==> src/logic/tmr_pkg.sv <==
/*
  Constants, register map and state layout of the 8-bit basic timer.
  Assumes one 20 MHz instruction clock and a plain register port.
*/
package tmr_pkg;
  localparam int          ADDR_W       = 8;
  localparam int          DATA_W       = 8;
  localparam logic [7:0]  ADDR_MODE    = 8'hB2;
  localparam logic [7:0]  ADDR_COUNT   = 8'hB3;
  localparam logic [7:0]  ADDR_CTRL    = 8'hB4;
  localparam logic [7:0]  ADDR_STATUS  = 8'hB5;
  localparam logic [7:0]  ADDR_MASK    = 8'hB6;
  localparam int          BIT_RUN      = 7;
  localparam int          BIT_RATE_HI  = 6;
  localparam int          BIT_RATE_LO  = 4;
  localparam int          BIT_RTC      = 0;
  localparam int          BIT_OVF      = 0;
  localparam int          BIT_IEN      = 1;
  localparam logic [7:0]  MODE_MASK    = 8'hF1;
  localparam logic [7:0]  RESET_VAL    = 8'h00;
  localparam logic [7:0]  COUNT_FULL   = 8'hFF;
  localparam logic [15:0] IRQ_VECTOR   = 16'h000B;
  localparam int          RTC_DIV      = 64;
  localparam int          PRE_W        = 8;

  typedef struct packed {
    logic [7:0]       mode;
    logic [7:0]       count;
    logic             ovf_flag;
    logic             irq_en;
    logic             ev_status;
    logic             ev_mask;
    logic [PRE_W-1:0] pre;
    logic [5:0]       rtc_div;
    logic [1:0]       lo_sync;
    logic             lo_prev;
    logic [7:0]       rdata;
  } tmr_state_s;

  typedef struct packed {
    logic [ADDR_W-1:0] addr;
    logic [DATA_W-1:0] wdata;
    logic              wr;
    logic              rd;
  } reg_req_s;
endpackage : tmr_pkg

==> src/logic/basic_timer.sv <==
/*
  Basic 8-bit timer with prescaler, rtc clock and overflow interrupt.
  Assumes the bus master keeps strobes one cycle and never both at once;
  the 32 kHz oscillator arrives asynchronously and is far slower than
  the instruction clock.
*/
// The address-and-strobe port was decided locally.
`timescale 1ns/1ps
module basic_timer
  import tmr_pkg::*;
(
  input  wire logic              sys_clk_in,
  input  wire logic              reset_in,
  input  wire logic [ADDR_W-1:0] addr_in,
  input  wire logic [DATA_W-1:0] wdata_in,
  input  wire logic              wr_in,
  input  wire logic              rd_in,
  output logic      [DATA_W-1:0] rdata_out,
  input  wire logic              lo_osc_in,
  input  wire logic              internal_rc_with_rtc_in,
  input  wire logic              green_mode_in,
  output logic                   irq_out,
  output logic      [15:0]       irq_vector_out,
  output logic                   wake_out,
  output logic                   overflow_out
);
  tmr_state_s q;
  tmr_state_s d;
  reg_req_s   req;
  logic       tick;
  logic       ovf;
  logic       rtc_on;
  logic       lo_rise;

  // prescaler carry tap: rate 000 needs bits 7:0 all set (div 256), 111 bit 0 alone (div 2)
  // a part-select with a variable bound is illegal, so build a low mask
  function automatic logic pre_tap(input logic [2:0] rate,
                                   input logic [PRE_W-1:0] pre);
    logic [2:0]       idx;
    logic [PRE_W-1:0] mask;
    idx     = 3'(PRE_W - 1) - rate;
    mask    = PRE_W'((1 << (int'(idx) + 1)) - 1);
    pre_tap = ((pre & mask) == mask);
  endfunction : pre_tap

  assign req = '{addr: addr_in, wdata: wdata_in, wr: wr_in, rd: rd_in};

  always_comb begin
    rtc_on  = q.mode[BIT_RTC] & internal_rc_with_rtc_in;
    lo_rise = q.lo_sync[1] & ~q.lo_prev;
    if (rtc_on) begin
      tick = lo_rise && (q.rtc_div == 6'(RTC_DIV - 1));
    end else begin
      tick = pre_tap(q.mode[BIT_RATE_HI:BIT_RATE_LO], q.pre);
    end
    tick = tick & q.mode[BIT_RUN];
    ovf  = tick && (q.count == COUNT_FULL);
  end

  always_comb begin
    d         = q;
    d.lo_sync = {q.lo_sync[0], lo_osc_in};
    d.lo_prev = q.lo_sync[1];
    d.rdata   = RESET_VAL;
    // prescaler free-runs only while counting so the first interval is whole
    if (q.mode[BIT_RUN] && !rtc_on) begin
      d.pre = q.pre + 1'b1;
    end else begin
      d.pre = '0;
    end
    if (q.mode[BIT_RUN] && rtc_on) begin
      if (lo_rise) begin
        d.rtc_div = q.rtc_div + 1'b1;
      end
    end else begin
      d.rtc_div = '0;
    end
    if (tick) begin
      d.count = q.count + 1'b1;
    end
    if (req.rd) begin
      case (req.addr)
        ADDR_MODE: begin
          d.rdata = q.mode & MODE_MASK;
        end
        ADDR_COUNT: begin
          d.rdata = q.count;
        end
        ADDR_CTRL: begin
          d.rdata = {6'h00, q.irq_en, q.ovf_flag};
        end
        ADDR_STATUS: begin
          d.rdata     = {7'h00, q.ev_status};
          d.ev_status = 1'b0;
        end
        ADDR_MASK: begin
          d.rdata = {7'h00, q.ev_mask};
        end
        default: begin
          d.rdata = RESET_VAL;
        end
      endcase
    end
    if (req.wr) begin
      case (req.addr)
        ADDR_MODE: begin
          d.mode = req.wdata & MODE_MASK;
        end
        ADDR_COUNT: begin
          d.count = req.wdata;
        end
        ADDR_CTRL: begin
          d.ovf_flag = req.wdata[BIT_OVF];
          d.irq_en   = req.wdata[BIT_IEN];
        end
        ADDR_MASK: begin
          d.ev_mask = req.wdata[BIT_OVF];
        end
        default: begin
        end
      endcase
    end
    // hardware set wins over a software clear in the same cycle
    if (ovf) begin
      d.ovf_flag  = 1'b1;
      d.ev_status = 1'b1;
    end
  end

  always_ff @(posedge sys_clk_in) begin
    if (reset_in) begin
      q <= '0;
    end else begin
      q <= d;
    end
  end

  assign rdata_out      = q.rdata;
  assign irq_out        = (q.ovf_flag & q.irq_en) |
                          (q.ev_status & q.ev_mask);
  assign irq_vector_out = IRQ_VECTOR;
  assign wake_out       = green_mode_in & q.ev_status;
  assign overflow_out   = q.ev_status;
endmodule : basic_timer

==> config.mk <==
export PLATFORM = sky130hd
export DESIGN_NAME = basic_timer
export DESIGN_NICKNAME = d
export VERILOG_FILES = /design/src/logic/tmr_pkg.sv /design/src/logic/basic_timer.sv
export SDC_FILE = /design/constraint.sdc
export NUM_CORES = 1
export LEC_CHECK = 0
export BUFFER_PORTS_ARGS = -buffer_cell sky130_fd_sc_hd__buf_2
export CORE_MARGIN = 2
export CORE_UTILIZATION = 50
export DETAILED_ROUTE_END_ITERATION = 6
export HOLD_SLACK_MARGIN = 0.15
export PLACE_DENSITY_LB_ADDON = 0.12
export SKIP_LAST_GASP = 1
export SLEW_MARGIN = 20
export SYNTH_ARGS = -nofsm -noshare
export SYNTH_HDL_FRONTEND = slang
export SYNTH_SLANG_ARGS = --single-unit
==> constraint.sdc <==
create_clock -name sys_clk_in -period 3.1 [get_ports sys_clk_in]
set_clock_uncertainty 0.15 [all_clocks]
set_input_delay 0.31 -clock sys_clk_in [delete_from_list [all_inputs] [get_ports sys_clk_in]]
set_output_delay 0.31 -clock sys_clk_in [all_outputs]
set_load 0.02 [all_outputs]
==> results.md, run 1 <==
* P per Cell Area at 399.4 nW/um2
* Reg clk slew, reported paths at around 0.080 ns
* Critical path's largest stage delay at 0.65 ns
* Synth cell types at 50
* Routability cong. at 0.8386
* Post-Route WL at 4821 um
* Num rows at 24
* Largest area contributor in the netlist: dfxtp_1
* WP data arrival at about 3.0 ns
* Maxcap violations at 0
* Post-DP HPWL at 3504 um
* RSZ-0062 raised after global routing: no
* Status: complete, no violations
* CTS tree: yes
* Slew of the pin with the lowest slew margin at between 0.6 and 0.7 ns
* Syn-to-layout area delta at 12.06%
* Synth top area share at between 30% and 40%
* Die X at 70.95 um
* CTS Hold Buffers Added at 8
* Clock Tree Buf Depth at 2
* Most frequent cells in the layout: dfxtp_1 (42), buf_2 (33), nor2_1 (30)
* Commonest non-fill, non-tap cell in the layout: dfxtp_1
* Setup CP Type: flip-flop to flip-flop
* DIE HEIGHT at 70.95 um
* Worst path slowest cell: or4_1
* Setup TNS at 0 ns
* CTS sink count at 42
* Final Hold Vio Count at 0
* LEAKAGE at 0.001070 uW
* Period utilization at 94.10%
* Largest net degree at the start of global routing at 26
* Seq/Total Area, Yosys at 37.52%
* Yosys reg bits at 42
* Type of the most critical hold path: input port to flip-flop
* DRC violations left at 0
* Initial core utilization at 51.82%
* Setup Buffers After CTS at 0
* Max Slew Vio Count at 0
* Overall Global Routing Usage at 19.99%
* Cells after synthesis at roughly 270
* Vias post-DR at 1909
* CTS resizes at 0
* Worst skew pair latency at around 0.29 ns
* Routed length per instance at 13.74 um
* Post-synth EDFFs at 0
* WP data required at 3.16 ns
* Most used cell, CP: or4_1
* Most used DFF post-synth: dfxtp_1
* Vias in the first global route at around 1700
* Post-route minimum period at 2.917 ns
* DRT Pass-1 Iters at 4
* GRT overflow at 0
* Layout Nets at 325
* Final setup violation count at 0
* Initial antenna violation count at 0
* Filler cells at 426
* Root Driver: clkbuf_8
* Antenna cell count at 0
* Most area-consuming cells after synthesis: dfxtp_1 (38%), buf_4 (8.0%), mux2i_1 (5.8%)
* Worst rel slew slack at 58.83%
* Post-synthesis cell area at 2241 um2
* Startpoint Class: flip-flop
* CP max FO at 9
* Hold WS at 0.1629 ns
* DR vias/cell at 5.439
* Antenna viol nets, final at 0
* Layout cell share with drive strength beyond 1 at 15.72%
* Number of H-tree levels at 2
* Core box area at approximately 4300 um2
* Post-synth ARST share at 0%
* Num CTS Buffers at 5
* Max VDD drop at 270.0 uV
* DR iter-0 viols at between 150 and 200
* Die ar. at 5033 um2
* # IOs at 50
* Syn_area_per_cell at 8.456 um2
* I/O Buffers at 33
* First-pass GRT wire length at between 7000 and 8000 um
* Peak Freq at 342.8 MHz
* Crit-path cells: nand3_1, ha_1, nor2_1, or4b_1, or4_1, or4_1, a31oi_1
* CP endpoint kind: flip-flop
* Yosys warns at 0
## logic make-up (layout without fill, tap and decap cells)
group,after synthesis,in the layout,share of synthesized area (%)
other,2,17,0.3351
muxes,14,14,6.309
adders and majority gates,4,4,2.233
AOI/OAI and AO/OA,35,35,10.33
DFF,42,42,37.52
buffers and inverters,35,54,9.994
and+or+nand+nor,123,123,29.37
xor gates and xnor gates,10,10,3.908
## per-stage QoR
step           worst slack [ns]  cells  area [um2]  util, %  power (uW)
2_1_floorplan            0.4023    280        2297        -       632.7
3_3_place_gp             0.2803    335        2340    54.11       647.0
3_5_place_dp             0.2294    335        2340    54.11       646.9
4_1_cts                  0.1986    351        2511    58.07        1011
5_1_grt                 0.04552    351        2511    58.07        1047
6_report                 0.1829    351        2511    58.07        1003
## worst max-delay path: cells and delay by family, from the launching register on
family | cells | cell delay [ns]
simple gates | 5 | 1.79
flops | 1 | 0.48
fa+ha+maj | 1 | 0.28
compound gates | 1 | 0.13
## worst paths after layout
check                                        start                  to  slack [ns]  cells after the start
worst max-delay path            q[43]$_SDFFE_PP0P_    q[33]$_SDFF_PP0_        0.18                      7
worst min-delay path                   wdata_in[6]  q[43]$_SDFFE_PP0P_        0.16                      3
worst max register to register  q[43]$_SDFFE_PP0P_    q[33]$_SDFF_PP0_        0.18                      7
worst min register to register    d[10]$_SDFF_PP0_     d[8]$_SDFF_PP0_        0.29                      1
## flip-flops by register name, indices dropped and copies added (netlist names)
name / count
d: 2
overflow_out: 1
rdata_out: 8
q: 31
## cell usage after synthesis (2+ instances only)
| cell | instances |
|---|---|
| nor2b_1 | 8 |
| and4_1 | 2 |
| o21ai_0 | 6 |
| ha_1 | 4 |
| xnor2_1 | 4 |
| clkbuf_1 | 6 |
| nor2_1 | 30 |
| nand2_1 | 17 |
| buf_4 | 24 |
| a31oi_1 | 5 |
| a211oi_1 | 3 |
| nor3_1 | 5 |
| conb_1 | 2 |
| dfxtp_1 | 42 |
| mux2i_1 | 13 |
| and2_1 | 3 |
| a21oi_1 | 8 |
| and3_1 | 8 |
| o2111ai_1 | 2 |
| nor4b_1 | 3 |
| xor2_1 | 6 |
| nand4_1 | 5 |
| buf_2 | 2 |
| nor4_1 | 6 |
| or4_1 | 6 |
| or3_1 | 3 |
| nand3_1 | 19 |
## area by class of cell
| type | count | area, um2 | share of cell area (%) |
|---|---|---|---|
| Tap cell | 52 | 65.06 | 2.591 |
| Timing Repair Buffer | 44 | 267.8 | 10.66 |
| Inverter | 2 | 7.507 | 0.2990 |
| Clock inverter | 1 | 5.005 | 0.1993 |
| Multi-Input combinational cell | 203 | 1239 | 49.33 |
| Clock buffer | 7 | 86.33 | 3.438 |
| Sequential cell | 42 | 840.8 | 33.48 |
## routing by layer
| metal | vias up | routed length (um) | global-route usage, % |
|---|---|---|---|
| li1 | 978 | - | - |
| met1 | 878 | 2478 | 29.91 |
| met2 | 47 | 2043 | 28.56 |
| met3 | 6 | 231 | 4.986 |
| met4 | 0 | 68 | 5.660 |
| met5 | - | 0 | 0 |
## power by group
group	switching, uW	internal [uW]	leakage [uW]
clock network	180	180	0.0000482
logic	50.8	33.0	0.000683
registers	12.1	548	0.000339
No activity file was read; power rests on OpenSTA's default activity.
==> run 2: changes to the inputs <==
- clock period: 3.1 -> 3.49 ns (I/O delays scaled with it)
==> run 2 against run 1 <==
Final cell count decreased by 1.7%. Maximum frequency decreased by 0.24%. Sequential share of layout area increased by 0.084 points. Largest power group unchanged. First-iteration DRC count decreased by 27%. Sequential power decreased by 11%. Hold slack improved by 0.0072 ns. Total power increased by 3.8%. Largest cell class unchanged. Flip-flop and latch count unchanged. Combinational power decreased by 16%. Register-to-register slack improved by 0.38 ns. Wire length decreased by 2.1%.
==> results.md, run 2 (same netlist as run 1, synthesis figures left out) <==
* Type of the most critical hold path: input port to flip-flop
* Num rows at 24
* Reg with most FFs: q
* Slew of the pin with the lowest slew margin at 0.6029 ns
* Number of H-tree levels at 2
* Status: complete, no violations
* Final Hold Vio Count at 0
* Reg clk slew, reported paths at 0.08 ns
* RSZ-0062 raised after global routing: no
* Layout cell share with drive strength beyond 1 at 16.04%
* Vias in the first global route at 1595
* Post-Route WL at around 4700 um
* WHS Path Cells at 3
* Top delay family on crit path: simple AND/OR/NAND/NOR gates
* Max Slew Vio Count at 0
* CTS sink count at 42
* CP max FO at 9
* WP data required at 3.56 ns
* Most frequent cells in the layout: dfxtp_1 (42), buf_2 (33), nor2_1 (30)
* Initial core utilization at 51.82%
* Die X at about 71 um
* DR vias/cell at 5.510
* CP endpoint kind: flip-flop
* Root Driver: clkbuf_8
* Overall Global Routing Usage at 19.13%
* Post-DP HPWL at 3376 um
* DRT Pass-1 Iters at 4
* # IOs at 50
* Final Total Pwr at roughly 1000 uW
* Dpl cell area at approximately 2300 um2
* Peak Freq at 342.0 MHz
* Startpoint Class: flip-flop
* LEAKAGE at around 0.0011 uW
* CTS tree: yes
* Design area at 2505 um2
* Worst rel slew slack at 59.44%
* Layout Nets at 319
* I/O Buffers at 33
* Antenna viol nets, final at 0
* Critical path's largest stage delay at 0.66 ns
* Setup TNS at 0 ns
* Routed length per instance at between 10 and 15 um
* Die ar. at 5033 um2
* Syn-to-layout area delta at 11.78%
* Worst skew pair latency at roughly 0.29 ns
* Largest net degree at the start of global routing at 26
* Core box area at around 4300 um2
* Post-route minimum period at 2.924 ns
* Final worst setup slack at 0.5659 ns
* Post-Place Worst Slack at 0.6219 ns
* Setup Buffers After CTS at 0
* First-pass GRT wire length at 7707 um
* FF-to-FF path depth at 7
* Vias post-DR at 1901
* R2R Setup Slk at approximately 0.57 ns
* Maxcap violations at 0
* Hold Path Sink: q[44]$_SDFFE_PP0P_
* Num CTS Buffers at 5
* GRT overflow at 0
* Clock Tree Buf Depth at 2
* Initial antenna violation count at 0
* DR iter-0 viols at 140
* Crit-path cells: nand3_1, ha_1, nor2_1, or4b_1, or4_1, or4_1, a31oi_1
* Final setup violation count at 0
* Most used cell, CP: or4_1
* Max reg flops at 31
* DIE HEIGHT at 70.95 um
* Hold WS at 0.1701 ns
* FF-to-FF End: q[33]$_SDFF_PP0_
* Critical R2R Launch: q[43]$_SDFFE_PP0P_
* Routability cong. at 0.8402
* Worst path slowest cell: or4_1
* DRC violations left at 0
* Worst Hold Launch: wdata_in[7]
* Period utilization at 83.78%
* Max VDD drop at 236.0 uV
* Commonest non-fill, non-tap cell in the layout: dfxtp_1
* Bufs and invs on worst path at 0
* Setup CP Type: flip-flop to flip-flop
* Antenna cell count at 0
* P per Cell Area at between 400 and 500 nW/um2
* WP data arrival at between 2 and 3 ns
-- run 2: cell count changes in the layout (fill, tap and decap cells not counted), sizes merged --
cell / delta
clkinv: -1
bufinv: +2
clkbuf: -1
dlygate4sd3: -5
buf: -1
-- run 2: layout make-up --
type | instances | area (um2)
multi-input cells | 203 | 1239
clock buffers | 6 | 82.58
inverters | 2 | 7.507
flip-flops and latches | 42 | 840.8
fillers | 444 | 1819
clock inverters | 2 | 60.06
repair buffers | 38 | 210.2
well taps | 52 | 65.06
-- run 2: where the power goes --
part	total (uW)	switching [uW]	internal [uW]	leakage, uW
sequential	497	10.7	486	0.000339
clock	473	168	305	0.0000714
combinational	70.3	44.6	25.7	0.000657
-- run 2: what timing repair did --
action                                 CTS  global route
resized for setup                        0             0
endpoints found under the hold margin    3             0
hold buffers                             3             0
-- run 2: routing by layer --
metal  part of all wire, %  GRT usage (%)  up-vias
met5                     0              0        -
met4                   1.2          5.660        0
met3                   6.3          3.846        7
met2                    41          25.96       68
met1                    51          30.22      857
li1                      -              -      969
-- run 2: how the worst max path moves through the flow --
stage | endpoint | start | cells past startpoint | slack, ns
global placement | q[33]$_SDFF_PP0_ | q[43]$_SDFFE_PP0P_ | 7 | 0.67
finish | q[33]$_SDFF_PP0_ | q[43]$_SDFFE_PP0P_ | 7 | 0.57
detailed placement | q[33]$_SDFF_PP0_ | q[43]$_SDFFE_PP0P_ | 7 | 0.62
floorplan | q[33]$_SDFF_PP0_ | q[43]$_SDFFE_PP0P_ | 9 | 0.79
global route | q[33]$_SDFF_PP0_ | q[43]$_SDFFE_PP0P_ | 7 | 0.43
CTS | q[33]$_SDFF_PP0_ | q[43]$_SDFFE_PP0P_ | 7 | 0.58
-- run 2: per-stage QoR --
step           cells  util [%]
6_report         345     57.93
5_1_grt          345     57.93
4_1_cts          345     57.93
3_5_place_dp     334     53.94
3_3_place_gp     334     53.94
2_1_floorplan    280         -
-- run 2: worst register-to-register path, delay by kind of cell, from the launching register on --
| kind | cells | cell delay (ns) |
|---|---|---|
| DFF | 1 | 0.47 |
| adders and majority gates | 1 | 0.29 |
| and+or+nand+nor | 5 | 1.83 |
| AOI/OAI and AO/OA | 1 | 0.13 |
==> run 3: changes to the inputs <==
- ABC_AREA: not set -> 1
- clock period: 3.49 -> 2.9 ns (I/O delays scaled with it)
==> run 3 against run 2 <==
Hold slack improved by 0.022 ns. Global-route usage decreased by 0.27 points. Critical path depth increased by 3. Synthesized cell count increased by 18%. Register-to-register slack got worse by 0.05 ns. Critical endpoint is now q[34]$_SDFF_PP0_. Largest cell class unchanged. Largest power group unchanged.
==> results.md, run 3 <==
* Status: complete, no violations
* Setup CP Type: flip-flop to flip-flop
* Clock network fraction of total power at between 40% and 50%
* Vias in the first global route at 1718
* WP data required at 2.94 ns
* Post-route minimum period at 2.380 ns
* Max reg flops at 31
* Setup Buffers After CTS at 0
* Sw frac at 20.62%
* Comb power frac at 6.1%
* Synth top cells by count: inv_1 (50), nand2_1 (48), dfxtp_1 (42), nor2_1 (34), buf_4 (25)
* Peak Freq at approximately 420 MHz
* First-pass GRT wire length at about 7600 um
* Top Metal Used: met4
* Num rows at 24
* Post-synth ARST share at 0%
* Antenna cell count at 0
* Hold WS at 0.1924 ns
* Die X at 71.27 um
* Root Driver: clkbuf_8
* Vias post-DR at 1959
* Cells after synthesis at 312
* Overall Global Routing Usage at 18.86%
* Clock Tree Buf Depth at 2
* Most frequent cells in the layout: inv_1 (50), nand2_1 (48), dfxtp_1 (42)
* Setup TNS at 0 ns
* DR vias/cell at 4.885
* Synth top area share at between 30% and 40%
* Max VDD drop at 359.0 uV
* Metal3 WL at about 310 um
* Flop pwr share at 47.3%
* Met2 routed WL at 1877 um
* Most frequent cell after synthesis: inv_1
* Layout cell share with drive strength beyond 1 at 14.04%
* I/O Buffers at 33
* Most used DFF post-synth: dfxtp_1
* DRC violations left at 0
* Worst rel slew slack at roughly 54%
* LEAKAGE at 0.001147 uW
* CTS Hold Buffers Added at 10
* GRT overflow at 0
* Maxcap violations at 0
* Initial core utilization at 51.95%
* Syn_area_per_cell at about 7.3 um2
* Final worst setup slack at a little over 0.5 ns
* Slew of the pin with the lowest slew margin at 0.6783 ns
* Num CTS Buffers at 5
* Post-Route WL at 4440 um
* Largest net degree at the start of global routing at 16
* CTS tree: yes
* # IOs at 50
* Syn-to-layout area delta at 13.77%
* CP max FO at 13
* Yosys warns at 0
* Most area-consuming cells after synthesis: dfxtp_1 (37%), buf_4 (8.3%), inv_1 (8.3%)
* R2R Setup Slk at 0.52 ns
* DR iter-0 viols at 146
* Met1 WL at 2216 um
* Reg with most FFs: q
* Post-DP HPWL at ~3300 um
* CP startpoint: q[42]$_SDFFE_PP0P_
* Commonest non-fill, non-tap cell in the layout: inv_1
* WP data arrival at approximately 2.4 ns
* Reg clk slew, reported paths at about 0.080 ns
* Final setup violation count at 0
* CTS resizes at 0
* Synth cell types at 29
* Max Slew Vio Count at 0
* Largest area contributor in the netlist: dfxtp_1
* DIE HEIGHT at 71.27 um
* Layout Nets at 375
* FF-to-FF End: q[34]$_SDFF_PP0_
* Critical R2R Launch: q[42]$_SDFFE_PP0P_
* Period utilization at 82.08%
* CP endpoint kind: flip-flop
* Antenna viol nets, final at 0
* CTS sink count at 42
* Post-Place Worst Slack at 0.5368 ns
* Worst Setup EP: q[34]$_SDFF_PP0_
* Non-Filler Instances at 401
* Routed length per instance at 11.07 um
* Startpoint Class: flip-flop
* FF-to-FF path depth at 10
* Worst skew pair latency at 0.30 ns
* P per Cell Area at about 480 nW/um2
* RSZ-0062 raised after global routing: no
* Internal at a little under 1000 uW
* Placed insts at 383
* Seq/Total Area, Yosys at about 37%
* DRT Pass-1 Iters at 4
* Routability cong. at around 0.9
* Psw at 252.3 uW
* Final Hold Vio Count at 0
* Type of the most critical hold path: input port to flip-flop
* Number of H-tree levels at 2
* Post-synth EDFFs at 0
* Die ar. at 5079 um2
* Post-synthesis cell area at about 2300 um2
* Worst Hold Launch: wdata_in[3]
* Initial antenna violation count at 0
* Core box area at about 4400 um2
* Yosys reg bits at 42
run 3: critical path, cell delays in order, from the launching register on:
cell and delay [ns]:
dfxtp_1 0.47, nand3_1 0.12, ha_1 0.28, nor2_1 0.03
a21oi_1 0.11, nand3_1 0.10, o21bai_2 0.51, nand2_1 0.13
xor2_1 0.17, o21bai_1 0.14, inv_1 0.05
run 3: worst min-delay path by stage:
stage                             endpoint  slack (ns)  depth (start not counted)
after floorplan            d[8]$_SDFF_PP0_        0.24                          2
after global routing      q[32]$_SDFF_PP0_        0.22                          4
after global placement     d[8]$_SDFF_PP0_        0.25                          2
after CTS                 q[32]$_SDFF_PP0_        0.18                          4
final                     q[32]$_SDFF_PP0_        0.19                          4
after detailed placement   d[8]$_SDFF_PP0_        0.26                          2
run 3: through the flow:
stage                     util [%]  cell area [um2]  total power (uW)
after floorplan                  -             2318             650.6
after global placement       53.53             2331             657.2
after detailed placement     53.53             2331             657.2
after CTS                    59.11             2574              1242
after global routing         59.11             2574              1268
final                        59.11             2574              1224
run 3: final cells by class:
class | count | area, um2
Fill cell | 412 | 1780
Multi-Input combinational cell | 206 | 1072
Sequential cell | 42 | 840.8
Timing Repair Buffer | 43 | 265.3
Inverter | 50 | 187.7
Clock buffer | 6 | 82.58
Tap cell | 52 | 65.06
Clock inverter | 2 | 60.06
run 3: power by group through the flow:
stage	combinational, uW	clock (uW)	sequential (uW)
final	74.3	570	579
after global routing	82.4	606	580
after CTS	73.7	589	579
after detailed placement	64.2	0	593
after global placement	64.2	0	593
after floorplan	57.9	0	593
run 3: kinds of logic after synthesis:
kind of cell             count (synthesis)  share of synthesized area (%)
flip-flops                              42                          37.17
AO/OA/AOI/OAI                           53                          13.72
adder cells (fa/ha/maj)                  4                          2.212
buffers and inverters                   79                          17.92
other                                    2                         0.3320
XOR/XNOR                                 9                          3.485
AND/OR/NAND/NOR                        123                          25.17
run 3: metal layers:
| metal | vias up | GRT usage (%) |
|---|---|---|
| li1 | 1037 | - |
| met1 | 857 | 26.87 |
| met2 | 61 | 27.78 |
| met3 | 4 | 5.204 |
| met4 | 0 | 6.080 |
| met5 | - | 0 |
